## config.mk

```make
export PLATFORM = sky130hd
export DESIGN_NAME = irq_route_top
export DESIGN_NICKNAME = d
export VERILOG_FILES = /design/src/inc/irq_route_pkg.sv /design/src/design/route_line.sv /design/src/design/irq_route_top.sv
export SDC_FILE = /design/constraint.sdc
export NUM_CORES = 1
export LEC_CHECK = 0
export ABC_AREA = 1
export BUFFER_PORTS_ARGS = -buffer_cell sky130_fd_sc_hd__clkbuf_2
export CORE_ASPECT_RATIO = 1.25
export CORE_MARGIN = 5
export CORE_UTILIZATION = 55
export DETAILED_ROUTE_END_ITERATION = 6
export GPL_ROUTABILITY_DRIVEN = 0
export PLACE_DENSITY = 0.84
export SYNTH_ARGS = -nofsm -noshare
export SYNTH_HDL_FRONTEND = slang
export SYNTH_SLANG_ARGS = --single-unit
```

## constraint.sdc

```tcl
create_clock -name i_clk_sys -period 10.1 [get_ports i_clk_sys]
set_input_delay 2.02 -clock i_clk_sys [delete_from_list [all_inputs] [get_ports i_clk_sys]]
set_output_delay 2.02 -clock i_clk_sys [all_outputs]
set_load 0.02 [all_outputs]
```

## src/inc/irq_route_pkg.sv

```systemverilog
package irq_route_pkg;

  ////////////////////////////////////////////////////////////////////////////
  // Geometry
  localparam int NUM_LINES = 8;
  localparam int NIB_W = 4;
  localparam int NUM_IRQ = 16;
  localparam int NUM_FUNC = 2;
  localparam int DMA_GNT_LINE = 6;
  localparam int DMA_REQ_LINE = 7;

  ////////////////////////////////////////////////////////////////////////////
  // Configuration offsets, dword aligned
  localparam logic [7:0] CFG_INT_PIN = 8'h3C;
  localparam logic [7:0] CFG_GPIO = 8'h88;
  localparam logic [7:0] CFG_ROUTE = 8'h8C;
  localparam logic [7:0] CFG_DEVCTL = 8'h90;
  localparam logic [7:0] CFG_SRCSEL = 8'hC0;

  // Byte lanes of the narrow registers
  localparam int LANE_PIN = 1;
  localparam int LANE_GENERAL_PIN_THREE = 3;
  localparam int LANE_DEVCTL = 2;

  // Field positions
  localparam int MODE_LSB = 1;
  localparam int GENERAL_PIN_THREE_FS_LSB = 6;

  ////////////////////////////////////////////////////////////////////////////
  // Values
  localparam logic [7:0] DEVCTL_RESET = 8'h06;
  localparam logic [7:0] GENERAL_PIN_THREE_RESET = 8'h00;
  localparam logic [31:0] ROUTE_RESET = 32'h0000_0000;
  localparam logic [15:0] SRCSEL_RESET = 16'h0000;
  localparam logic [1:0] GENERAL_PIN_THREE_FS_INTA = 2'h2;
  localparam logic [7:0] PIN_CODE_A = 8'h01;
  localparam logic [7:0] PIN_CODE_B = 8'h02;
  localparam logic [3:0] NIB_OFF = 4'h0;
  localparam logic [3:0] NIB_INTB = 4'h1;

  // Interrupt signalling modes
  typedef enum logic [1:0] {
    MODE_PAR_PCI = 2'b00,
    MODE_PAR_IRQ = 2'b01,
    MODE_SER_IRQ = 2'b10,
    MODE_SER_ALL = 2'b11
  } irq_mode_e;

  // One configuration access
  typedef struct packed {
    logic wr;
    logic rd;
    logic func;
    logic [7:0] addr;
    logic [3:0] be;
    logic [31:0] wdata;
  } cfg_req_s;

endpackage

```

## src/design/route_line.sv

```systemverilog
`timescale 1ns/1ps
module route_line
  import irq_route_pkg::*;
#(
  parameter bit CAN_INTB = 1'b0
)(
  // Routing nibble of this line
  input wire logic [NIB_W-1:0] i_nibble,
  // Request sources
  input wire logic [NUM_IRQ-1:0] i_irq_vec,
  input wire logic i_par_irq,
  input wire logic i_intb_req,
  input wire logic i_intb_ok,
  // Line result
  output logic o_level,
  output logic o_drive,
  output logic o_routed
);

  logic as_intb;

  // Only the lowest line may carry INTB
  assign as_intb = CAN_INTB && (i_nibble == NIB_INTB);
  // Zero nibble leaves the line free
  assign o_routed = (i_nibble != NIB_OFF);

  // Nibble value is the IRQ number
  always_comb begin
    if (as_intb) begin
      o_level = i_intb_req;
      o_drive = i_intb_ok;
    end else begin
      o_level = o_routed & i_par_irq & i_irq_vec[i_nibble];
      o_drive = o_routed & i_par_irq;
    end
  end

endmodule

```

## src/design/irq_route_top.sv

```systemverilog
`timescale 1ns/1ps
// What this block does
// each routed line picks any of fifteen IRQs, line 0 only IRQ2 to IRQ15
// routed top lines override DMA pins
// lower six lines always usable for IRQs
// software selects mode before using routed lines
// eight parallel IRQ lines at once
// nibble value is the driven IRQ number
// one routing register shared by both functions
// unrouted top lines stay with DMA
// parallel PCI pins off when PCI serialized
// two-bit mode field; shared pin is INTB in both parallel modes
// lowest nibble 0001b carries PCI INTB
// general pin three carries INTA when selected
// interrupt pin code depends on function, mode
// reset mode is fully serialized
// card status, functional irqs route separately
// zero nibble asserts no IRQ
module irq_route_top
  import irq_route_pkg::*;
(
  // Clock and reset
  input wire logic i_clk_sys,
  input wire logic i_rst_n,
  // Configuration access
  input wire cfg_req_s i_cfg,
  output logic [31:0] o_cfg_rdata,
  output logic o_cfg_rvalid,
  // Card interrupt sources, one per function
  input wire logic [NUM_FUNC-1:0] i_card_func_irq,
  input wire logic [NUM_FUNC-1:0] i_card_status_change,
  // PC/PCI DMA side of the shared lines
  input wire logic i_pcpci_dma_request,
  input wire logic i_pcpci_dma_grant,
  output logic o_pcpci_dma_grant,
  // Routed IRQ line pins
  output logic [NUM_LINES-1:0] o_routed_irq_line,
  output logic [NUM_LINES-1:0] o_routed_irq_line_oe,
  // Parallel PCI interrupts
  output logic o_pci_inta,
  output logic o_pci_intb,
  output logic o_general_pin_three,
  output logic o_general_pin_three_oe,
  // Serialized stream requests
  output logic o_serial_pin_is_intb,
  output logic [NUM_IRQ-1:0] o_serialized_irq_stream,
  output logic o_serial_inta,
  output logic o_serial_intb
);

  ////////////////////////////////////////////////////////////////////////////
  // Declarations
  logic rst_meta;
  logic rst_n_sync;
  logic [31:0] legacy_irq_route_map;
  logic [7:0] dev_ctrl;
  logic [7:0] general_pin_three_ctrl;
  logic [15:0] src_sel;
  irq_mode_e irq_mode;
  logic par_pci;
  logic par_irq;
  logic pin_intb;
  logic ser_irq;
  logic [NUM_IRQ-1:0] irq_vec;
  logic [NUM_FUNC-1:0] to_pci;
  logic pci_a_req;
  logic pci_b_req;
  logic [NUM_LINES-1:0] line_lvl;
  logic [NUM_LINES-1:0] line_drv;
  logic [NUM_LINES-1:0] line_rt;
  logic [NUM_LINES-1:0] next_line;
  logic [NUM_LINES-1:0] next_oe;
  logic [7:0] pin_code;
  logic [31:0] next_rdata;
  logic general_pin_three_inta;

  ////////////////////////////////////////////////////////////////////////////
  // Reset release through two flops
  always_ff @(posedge i_clk_sys or negedge i_rst_n) begin
    if (!i_rst_n) begin
      rst_meta <= 1'b0;
      rst_n_sync <= 1'b0;
    end else begin
      rst_meta <= 1'b1;
      rst_n_sync <= rst_meta;
    end
  end

  ////////////////////////////////////////////////////////////////////////////
  // Routing register, function number ignored
  always_ff @(posedge i_clk_sys or negedge rst_n_sync) begin
    if (!rst_n_sync) begin
      legacy_irq_route_map <= ROUTE_RESET;
    end else if (i_cfg.wr && i_cfg.addr == CFG_ROUTE) begin
      for (int b = 0; b < 4; b++) begin
        if (i_cfg.be[b]) begin
          legacy_irq_route_map[b*8 +: 8] <= i_cfg.wdata[b*8 +: 8];
        end
      end
    end
  end

  // Device control byte, mode in bits 2:1
  always_ff @(posedge i_clk_sys or negedge rst_n_sync) begin
    if (!rst_n_sync) begin
      dev_ctrl <= DEVCTL_RESET;
    end else if (i_cfg.wr && i_cfg.addr == CFG_DEVCTL && i_cfg.be[LANE_DEVCTL]) begin
      dev_ctrl <= i_cfg.wdata[LANE_DEVCTL*8 +: 8];
    end
  end

  // General pin three control byte
  always_ff @(posedge i_clk_sys or negedge rst_n_sync) begin
    if (!rst_n_sync) begin
      general_pin_three_ctrl <= GENERAL_PIN_THREE_RESET;
    end else if (i_cfg.wr && i_cfg.addr == CFG_GPIO && i_cfg.be[LANE_GENERAL_PIN_THREE]) begin
      general_pin_three_ctrl <= i_cfg.wdata[LANE_GENERAL_PIN_THREE*8 +: 8];
    end
  end

  // Source select: one nibble per source, zero keeps it on PCI
  always_ff @(posedge i_clk_sys or negedge rst_n_sync) begin
    if (!rst_n_sync) begin
      src_sel <= SRCSEL_RESET;
    end else if (i_cfg.wr && i_cfg.addr == CFG_SRCSEL) begin
      for (int b = 0; b < 2; b++) begin
        if (i_cfg.be[b]) begin
          src_sel[b*8 +: 8] <= i_cfg.wdata[b*8 +: 8];
        end
      end
    end
  end

  ////////////////////////////////////////////////////////////////////////////
  // Mode decode
  assign irq_mode = irq_mode_e'(dev_ctrl[MODE_LSB +: 2]);
  assign par_pci = (irq_mode != MODE_SER_ALL);
  assign par_irq = (irq_mode == MODE_PAR_IRQ);
  assign ser_irq = (irq_mode == MODE_SER_IRQ) || (irq_mode == MODE_SER_ALL);
  // Shared serial pin is INTB only when no stream runs
  assign pin_intb = (irq_mode == MODE_PAR_PCI) || par_irq;
  assign general_pin_three_inta = (general_pin_three_ctrl[GENERAL_PIN_THREE_FS_LSB +: 2] == GENERAL_PIN_THREE_FS_INTA);

  // Collect sources: functional and status change pick own IRQs
  always_comb begin
    logic [NIB_W-1:0] fsel;
    logic [NIB_W-1:0] csel;
    fsel = NIB_OFF;
    csel = NIB_OFF;
    irq_vec = '0;
    to_pci = '0;
    for (int f = 0; f < NUM_FUNC; f++) begin
      fsel = src_sel[f*8 +: NIB_W];
      csel = src_sel[f*8+NIB_W +: NIB_W];
      // Unselected source falls back to the PCI pin
      if (fsel == NIB_OFF) begin
        to_pci[f] = to_pci[f] | i_card_func_irq[f];
      end else begin
        irq_vec[fsel] = irq_vec[fsel] | i_card_func_irq[f];
      end
      if (csel == NIB_OFF) begin
        to_pci[f] = to_pci[f] | i_card_status_change[f];
      end else begin
        irq_vec[csel] = irq_vec[csel] | i_card_status_change[f];
      end
    end
  end

  // Function 1 folds onto INTA in serial IRQ mode
  assign pci_a_req = to_pci[0] | (to_pci[1] & (irq_mode == MODE_SER_IRQ));
  assign pci_b_req = to_pci[1] & (irq_mode != MODE_SER_IRQ);

  ////////////////////////////////////////////////////////////////////////////
  // One router per line, any of IRQ1 to IRQ15, line 0 only IRQ2 to IRQ15
  for (genvar i = 0; i < NUM_LINES; i++) begin : g_line
    route_line #(
      .CAN_INTB(i == 0)
    ) u_line (
      .i_nibble(legacy_irq_route_map[i*NIB_W +: NIB_W]),
      .i_irq_vec(irq_vec),
      .i_par_irq(par_irq),
      .i_intb_req(pci_b_req),
      .i_intb_ok(par_pci),
      .o_level(line_lvl[i]),
      .o_drive(line_drv[i]),
      .o_routed(line_rt[i])
    );
  end

  // Top two lines fall back to DMA when unrouted
  always_comb begin
    next_line = line_lvl;
    next_oe = line_drv;
    if (!line_rt[DMA_REQ_LINE]) begin
      next_line[DMA_REQ_LINE] = i_pcpci_dma_request;
      next_oe[DMA_REQ_LINE] = 1'b1;
    end
    if (!line_rt[DMA_GNT_LINE]) begin
      next_line[DMA_GNT_LINE] = 1'b0;
      next_oe[DMA_GNT_LINE] = 1'b0;
    end
  end

  // Line pins
  always_ff @(posedge i_clk_sys or negedge rst_n_sync) begin
    if (!rst_n_sync) begin
      o_routed_irq_line <= '0;
      o_routed_irq_line_oe <= '0;
    end else begin
      o_routed_irq_line <= next_line;
      o_routed_irq_line_oe <= next_oe;
    end
  end

  // Grant seen only while its pin is not an IRQ
  always_ff @(posedge i_clk_sys or negedge rst_n_sync) begin
    if (!rst_n_sync) begin
      o_pcpci_dma_grant <= 1'b0;
    end else begin
      o_pcpci_dma_grant <= i_pcpci_dma_grant & ~line_rt[DMA_GNT_LINE];
    end
  end

  ////////////////////////////////////////////////////////////////////////////
  // Parallel PCI pins
  always_ff @(posedge i_clk_sys or negedge rst_n_sync) begin
    if (!rst_n_sync) begin
      o_pci_inta <= 1'b0;
      o_pci_intb <= 1'b0;
      o_serial_pin_is_intb <= 1'b0;
      o_general_pin_three <= 1'b0;
      o_general_pin_three_oe <= 1'b0;
    end else begin
      o_pci_inta <= pci_a_req & par_pci;
      o_pci_intb <= pci_b_req & pin_intb;
      o_serial_pin_is_intb <= pin_intb;
      o_general_pin_three <= pci_a_req & par_pci & general_pin_three_inta;
      o_general_pin_three_oe <= general_pin_three_inta;
    end
  end

  // Serialized stream requests, handed to the frame engine
  always_ff @(posedge i_clk_sys or negedge rst_n_sync) begin
    if (!rst_n_sync) begin
      o_serialized_irq_stream <= '0;
      o_serial_inta <= 1'b0;
      o_serial_intb <= 1'b0;
    end else begin
      o_serialized_irq_stream <= ser_irq ? irq_vec : '0;
      o_serial_inta <= pci_a_req & ~par_pci;
      o_serial_intb <= pci_b_req & ~par_pci;
    end
  end

  ////////////////////////////////////////////////////////////////////////////
  // Read side; pin code per function and mode
  assign pin_code = (i_cfg.func && irq_mode != MODE_SER_IRQ) ? PIN_CODE_B : PIN_CODE_A;

  always_comb begin
    next_rdata = '0;
    case (i_cfg.addr)
      CFG_INT_PIN: next_rdata[LANE_PIN*8 +: 8] = pin_code;
      CFG_GPIO: next_rdata[LANE_GENERAL_PIN_THREE*8 +: 8] = general_pin_three_ctrl;
      CFG_ROUTE: next_rdata = legacy_irq_route_map;
      CFG_DEVCTL: next_rdata[LANE_DEVCTL*8 +: 8] = dev_ctrl;
      CFG_SRCSEL: next_rdata[15:0] = src_sel;
      default: next_rdata = '0;
    endcase
  end

  // Read answer one cycle after the strobe
  always_ff @(posedge i_clk_sys or negedge rst_n_sync) begin
    if (!rst_n_sync) begin
      o_cfg_rdata <= '0;
      o_cfg_rvalid <= 1'b0;
    end else begin
      o_cfg_rvalid <= i_cfg.rd;
      o_cfg_rdata <= i_cfg.rd ? next_rdata : '0;
    end
  end
endmodule

```

==> results.sh <==
export IMPL_yosys_cell_count_top_type="nand2_1"
export IMPL_worstPathArrival_ns=5.89
export IMPL_synth_nets=1271
export IMPL_power_density_mw_per_mm2=135.8
export IMPL_peakVddDrop_v=0.00009897
export IMPL_die_h_um=146.7
export IMPL_drc=0
export IMPL_final_nets=1386
export IMPL_grt_max_degree=87
export IMPL_holdPathStages=0
export IMPL_r2r_start="src_sel[2]$_DFFE_PN0P_"
export IMPL_drt_iter0_drc=1201
export IMPL_fmax_ghz=0.1793
export IMPL_hold_path_end="rst_n_sync$_DFF_PN0_"
export IMPL_fin_crit_ns=5.577
export IMPL_hold_viol=0
export IMPL_min_delay_start="rst_meta$_DFF_PN0_"
export IMPL_syn_avg_cell_area_um2=6.759
export IMPL_insertion_delay_ns=0.43
export IMPL_cts_made_buffers=17
export IMPL_critPathMostFrequentCell="nor2_1"
export IMPL_r2r_cells=28
export IMPL_path_class="in2reg"
export IMPL_clk_path_buf_depth=2
export IMPL_drive_gt1_share_pct=15.29
export IMPL_rsz0062_at_grt="no"
export IMPL_rows=50
export IMPL_multiInputGateArea_mm2=0.004055
export IMPL_ys_seq_elements=139
export IMPL_worstMarginPinSlew_ns=1.087
export IMPL_max_stage_delay_ns=0.44
export IMPL_regArea_mm2=0.003485
export IMPL_hold_buffers=0
export IMPL_die_x_um=119.3
export IMPL_antenna_found_initial=0
export IMPL_r2r_end="o_routed_irq_line[5]$_DFF_PN0_"
export IMPL_drtPass1Iterations=7
export IMPL_worstPathRequired_ns=10.42
export IMPL_antenna_left=0
export IMPL_clock_sinks=139
export IMPL_dieArea_mm2=0.01750
export IMPL_cts_setup_buffers=0
export IMPL_synth_top_family_by_area="simple AND/OR/NAND/NOR gates"
export IMPL_synthCells=1216
export IMPL_syn2layout_area_growth_pct=15.62
export IMPL_ys_seq_area_share_pct=42.35
export IMPL_synth_edf_count=0
export IMPL_synth_ff_type="dfrtp_1"
export IMPL_vias=8825
export IMPL_leakagePower_nw=4.681
export IMPL_yosysWarnings=0
export IMPL_cts_resized=0
export IMPL_cp_end_kind="register"
export IMPL_yosysTopAreaCell="dfrtp_1"
export IMPL_hpwl_mm=18.59
export IMPL_syn_area_mm2=0.008219
export IMPL_clkTransAtPathRegs_ns=0.06
export IMPL_core_mm2=0.01483
export IMPL_grt_pass1_vias=8294
export IMPL_htreeDepth=4
export IMPL_synth_adder_area_share_pct=0
export IMPL_cts_tree="yes"
export IMPL_critPathSlowestCell="nor2_2"
export IMPL_root_buffer="clkbuf_16"
export IMPL_status="complete, no violations"
export IMPL_ys_top_cells_by_area="dfrtp_1, nand2_1, nand3_1"
export IMPL_synth_cell_types=35
export IMPL_synth_top_area_share_pct=41.71
export IMPL_vias_per_cell=5.794
export IMPL_grt_pass1_wl_mm=41.83
export IMPL_worstSetupStartpointType="input port"
export IMPL_fin_crit_sh_pct=55.22
export IMPL_min_path_type="reg2reg"
export IMPL_synthArstFlopShare_pct=100.0
export IMPL_num_fill_cells=1278
export IMPL_totalWireLength_mm=25.62
export IMPL_slew_headroom_pct=27.10
export IMPL_path_max_fanout=15
export IMPL_finClkSkew_ns=0.01085
export IMPL_rrSetupSlack_ns=5.58
export IMPL_synth_commonest_cells="nand2_1, nand3_1, nor2_1, dfrtp_1, inv_1"
export IMPL_setup_violations=0
export IMPL_yosys_area_share_simple_pct=37.59
export IMPL_start_util_pct=55.43
export IMPL_grt_ovfl_total=0
export IMPL_postPlaceCellArea_mm2=0.008940
export IMPL_fin_area_mm2=0.009503
export IMPL_tns_ns=0
export IMPL_io_buffer_count=127
export IMPL_maxCapViolCount=0
export IMPL_synth_mux_area_share_pct=1.081
export IMPL_ios=128
export IMPL_track_usage_pct=29.67
export IMPL_final_max_slew_viol_count=0
export IMPL_routedWlPerCell_um=16.82
export IMPL_synthXorXnorAreaFrac_pct=0
export IMPL_synth_compound_area_share_pct=10.58
export IMPL_diodes=0
-- state kept, by name (all words and copies together), names as in the netlist --
name / count
legacy_irq_route_map: 32
o_cfg_rdata: 32
o_serialized_irq_stream: 16
src_sel: 16
dev_ctrl: 8
general_pin_three_ctrl: 8
o_routed_irq_line: 8
o_routed_irq_line_oe: 8
o_cfg_rvalid: 1
o_general_pin_three: 1
o_general_pin_three_oe: 1
o_pci_inta: 1
o_pci_intb: 1
o_pcpci_dma_grant: 1
o_serial_inta: 1
o_serial_intb: 1
o_serial_pin_is_intb: 1
rst_meta: 1
rst_n_sync: 1
-- worst max-delay path, delay by kind of cell --
| family | cells | cell delay (ns) |
|---|---|---|
| buf+inv | 1 | 0.14 |
| simple gates | 28 | 3.74 |
-- logic make-up (layout without fill, tap and decap cells) --
kind of cell | Yosys count | in the layout
and+or+nand+nor | 726 | 726
AOI/OAI and AO/OA | 168 | 168
other | 2 | 2
buffers and inverters | 173 | 298
DFF | 139 | 139
muxes | 8 | 8
-- how the worst max path moves through the flow --
stage,end,cells past startpoint,from
floorplan,o_routed_irq_line[6]$_DFF_PN0_,30,i_card_func_irq[0]
finish,o_routed_irq_line[5]$_DFF_PN0_,29,i_card_func_irq[0]
detailed placement,o_routed_irq_line[3]$_DFF_PN0_,29,i_card_func_irq[0]
CTS,o_routed_irq_line[5]$_DFF_PN0_,29,i_card_func_irq[0]
global placement,o_routed_irq_line[2]$_DFF_PN0_,29,i_card_func_irq[0]
global route,o_routed_irq_line[2]$_DFF_PN0_,29,i_card_func_irq[0]
-- metal layers --
metal,vias to the layer above,track usage (%),wire length [um]
met5,-,0,0
met4,0,16.33,1211
met3,95,5.889,2284
met2,571,48.60,12590
met1,4021,36.75,9531
li1,4138,-,-
-- final cells by class --
class / count / area share [%]
Multi-Input combinational cell: 904 / 42.67
Sequential cell: 139 / 36.67
Timing Repair Buffer: 128 / 6.768
Inverter: 141 / 5.569
Clock buffer: 18 / 4.621
Tap cell: 182 / 2.396
Clock inverter: 11 / 1.303
-- cells in the final DEF, fill, tap and decap left out, drive strengths merged, types with 3 or more instances in the layout --
master and instances:
nand2 362, nand3 177, nor2 170, clkbuf 145, dfrtp 137, inv 134
o21ai 93, a21oi 59, clkinv 13, o22ai 10, mux2 7, nor3 5
nor4 3, nand4 3, nand3b 3, clkinvlp 3
-- per-stage QoR --
step	total power [mW]	setup WS [ns]	util, %	instances	hold WS [ns]
CTS	1.290	4.706	64.09	1523	0.3604
floorplan	0.6544	5.362	-	1216	0.3312
detailed placement	0.6927	4.286	60.30	1494	0.3355
global route	1.330	4.043	64.09	1523	0.3807
finish	1.290	4.523	64.09	1523	0.3550
global placement	0.6909	4.363	60.30	1494	0.3370
-- where the power goes --
group | leakage [nW] | internal, mW | switching [mW]
registers | 1.86 | 0.567 | 0.0175
logic | 2.55 | 0.0312 | 0.0705
clock network | 0.270 | 0.365 | 0.239
total | 4.68 | 0.963 | 0.327
Power figures use the tool's default switching activity.
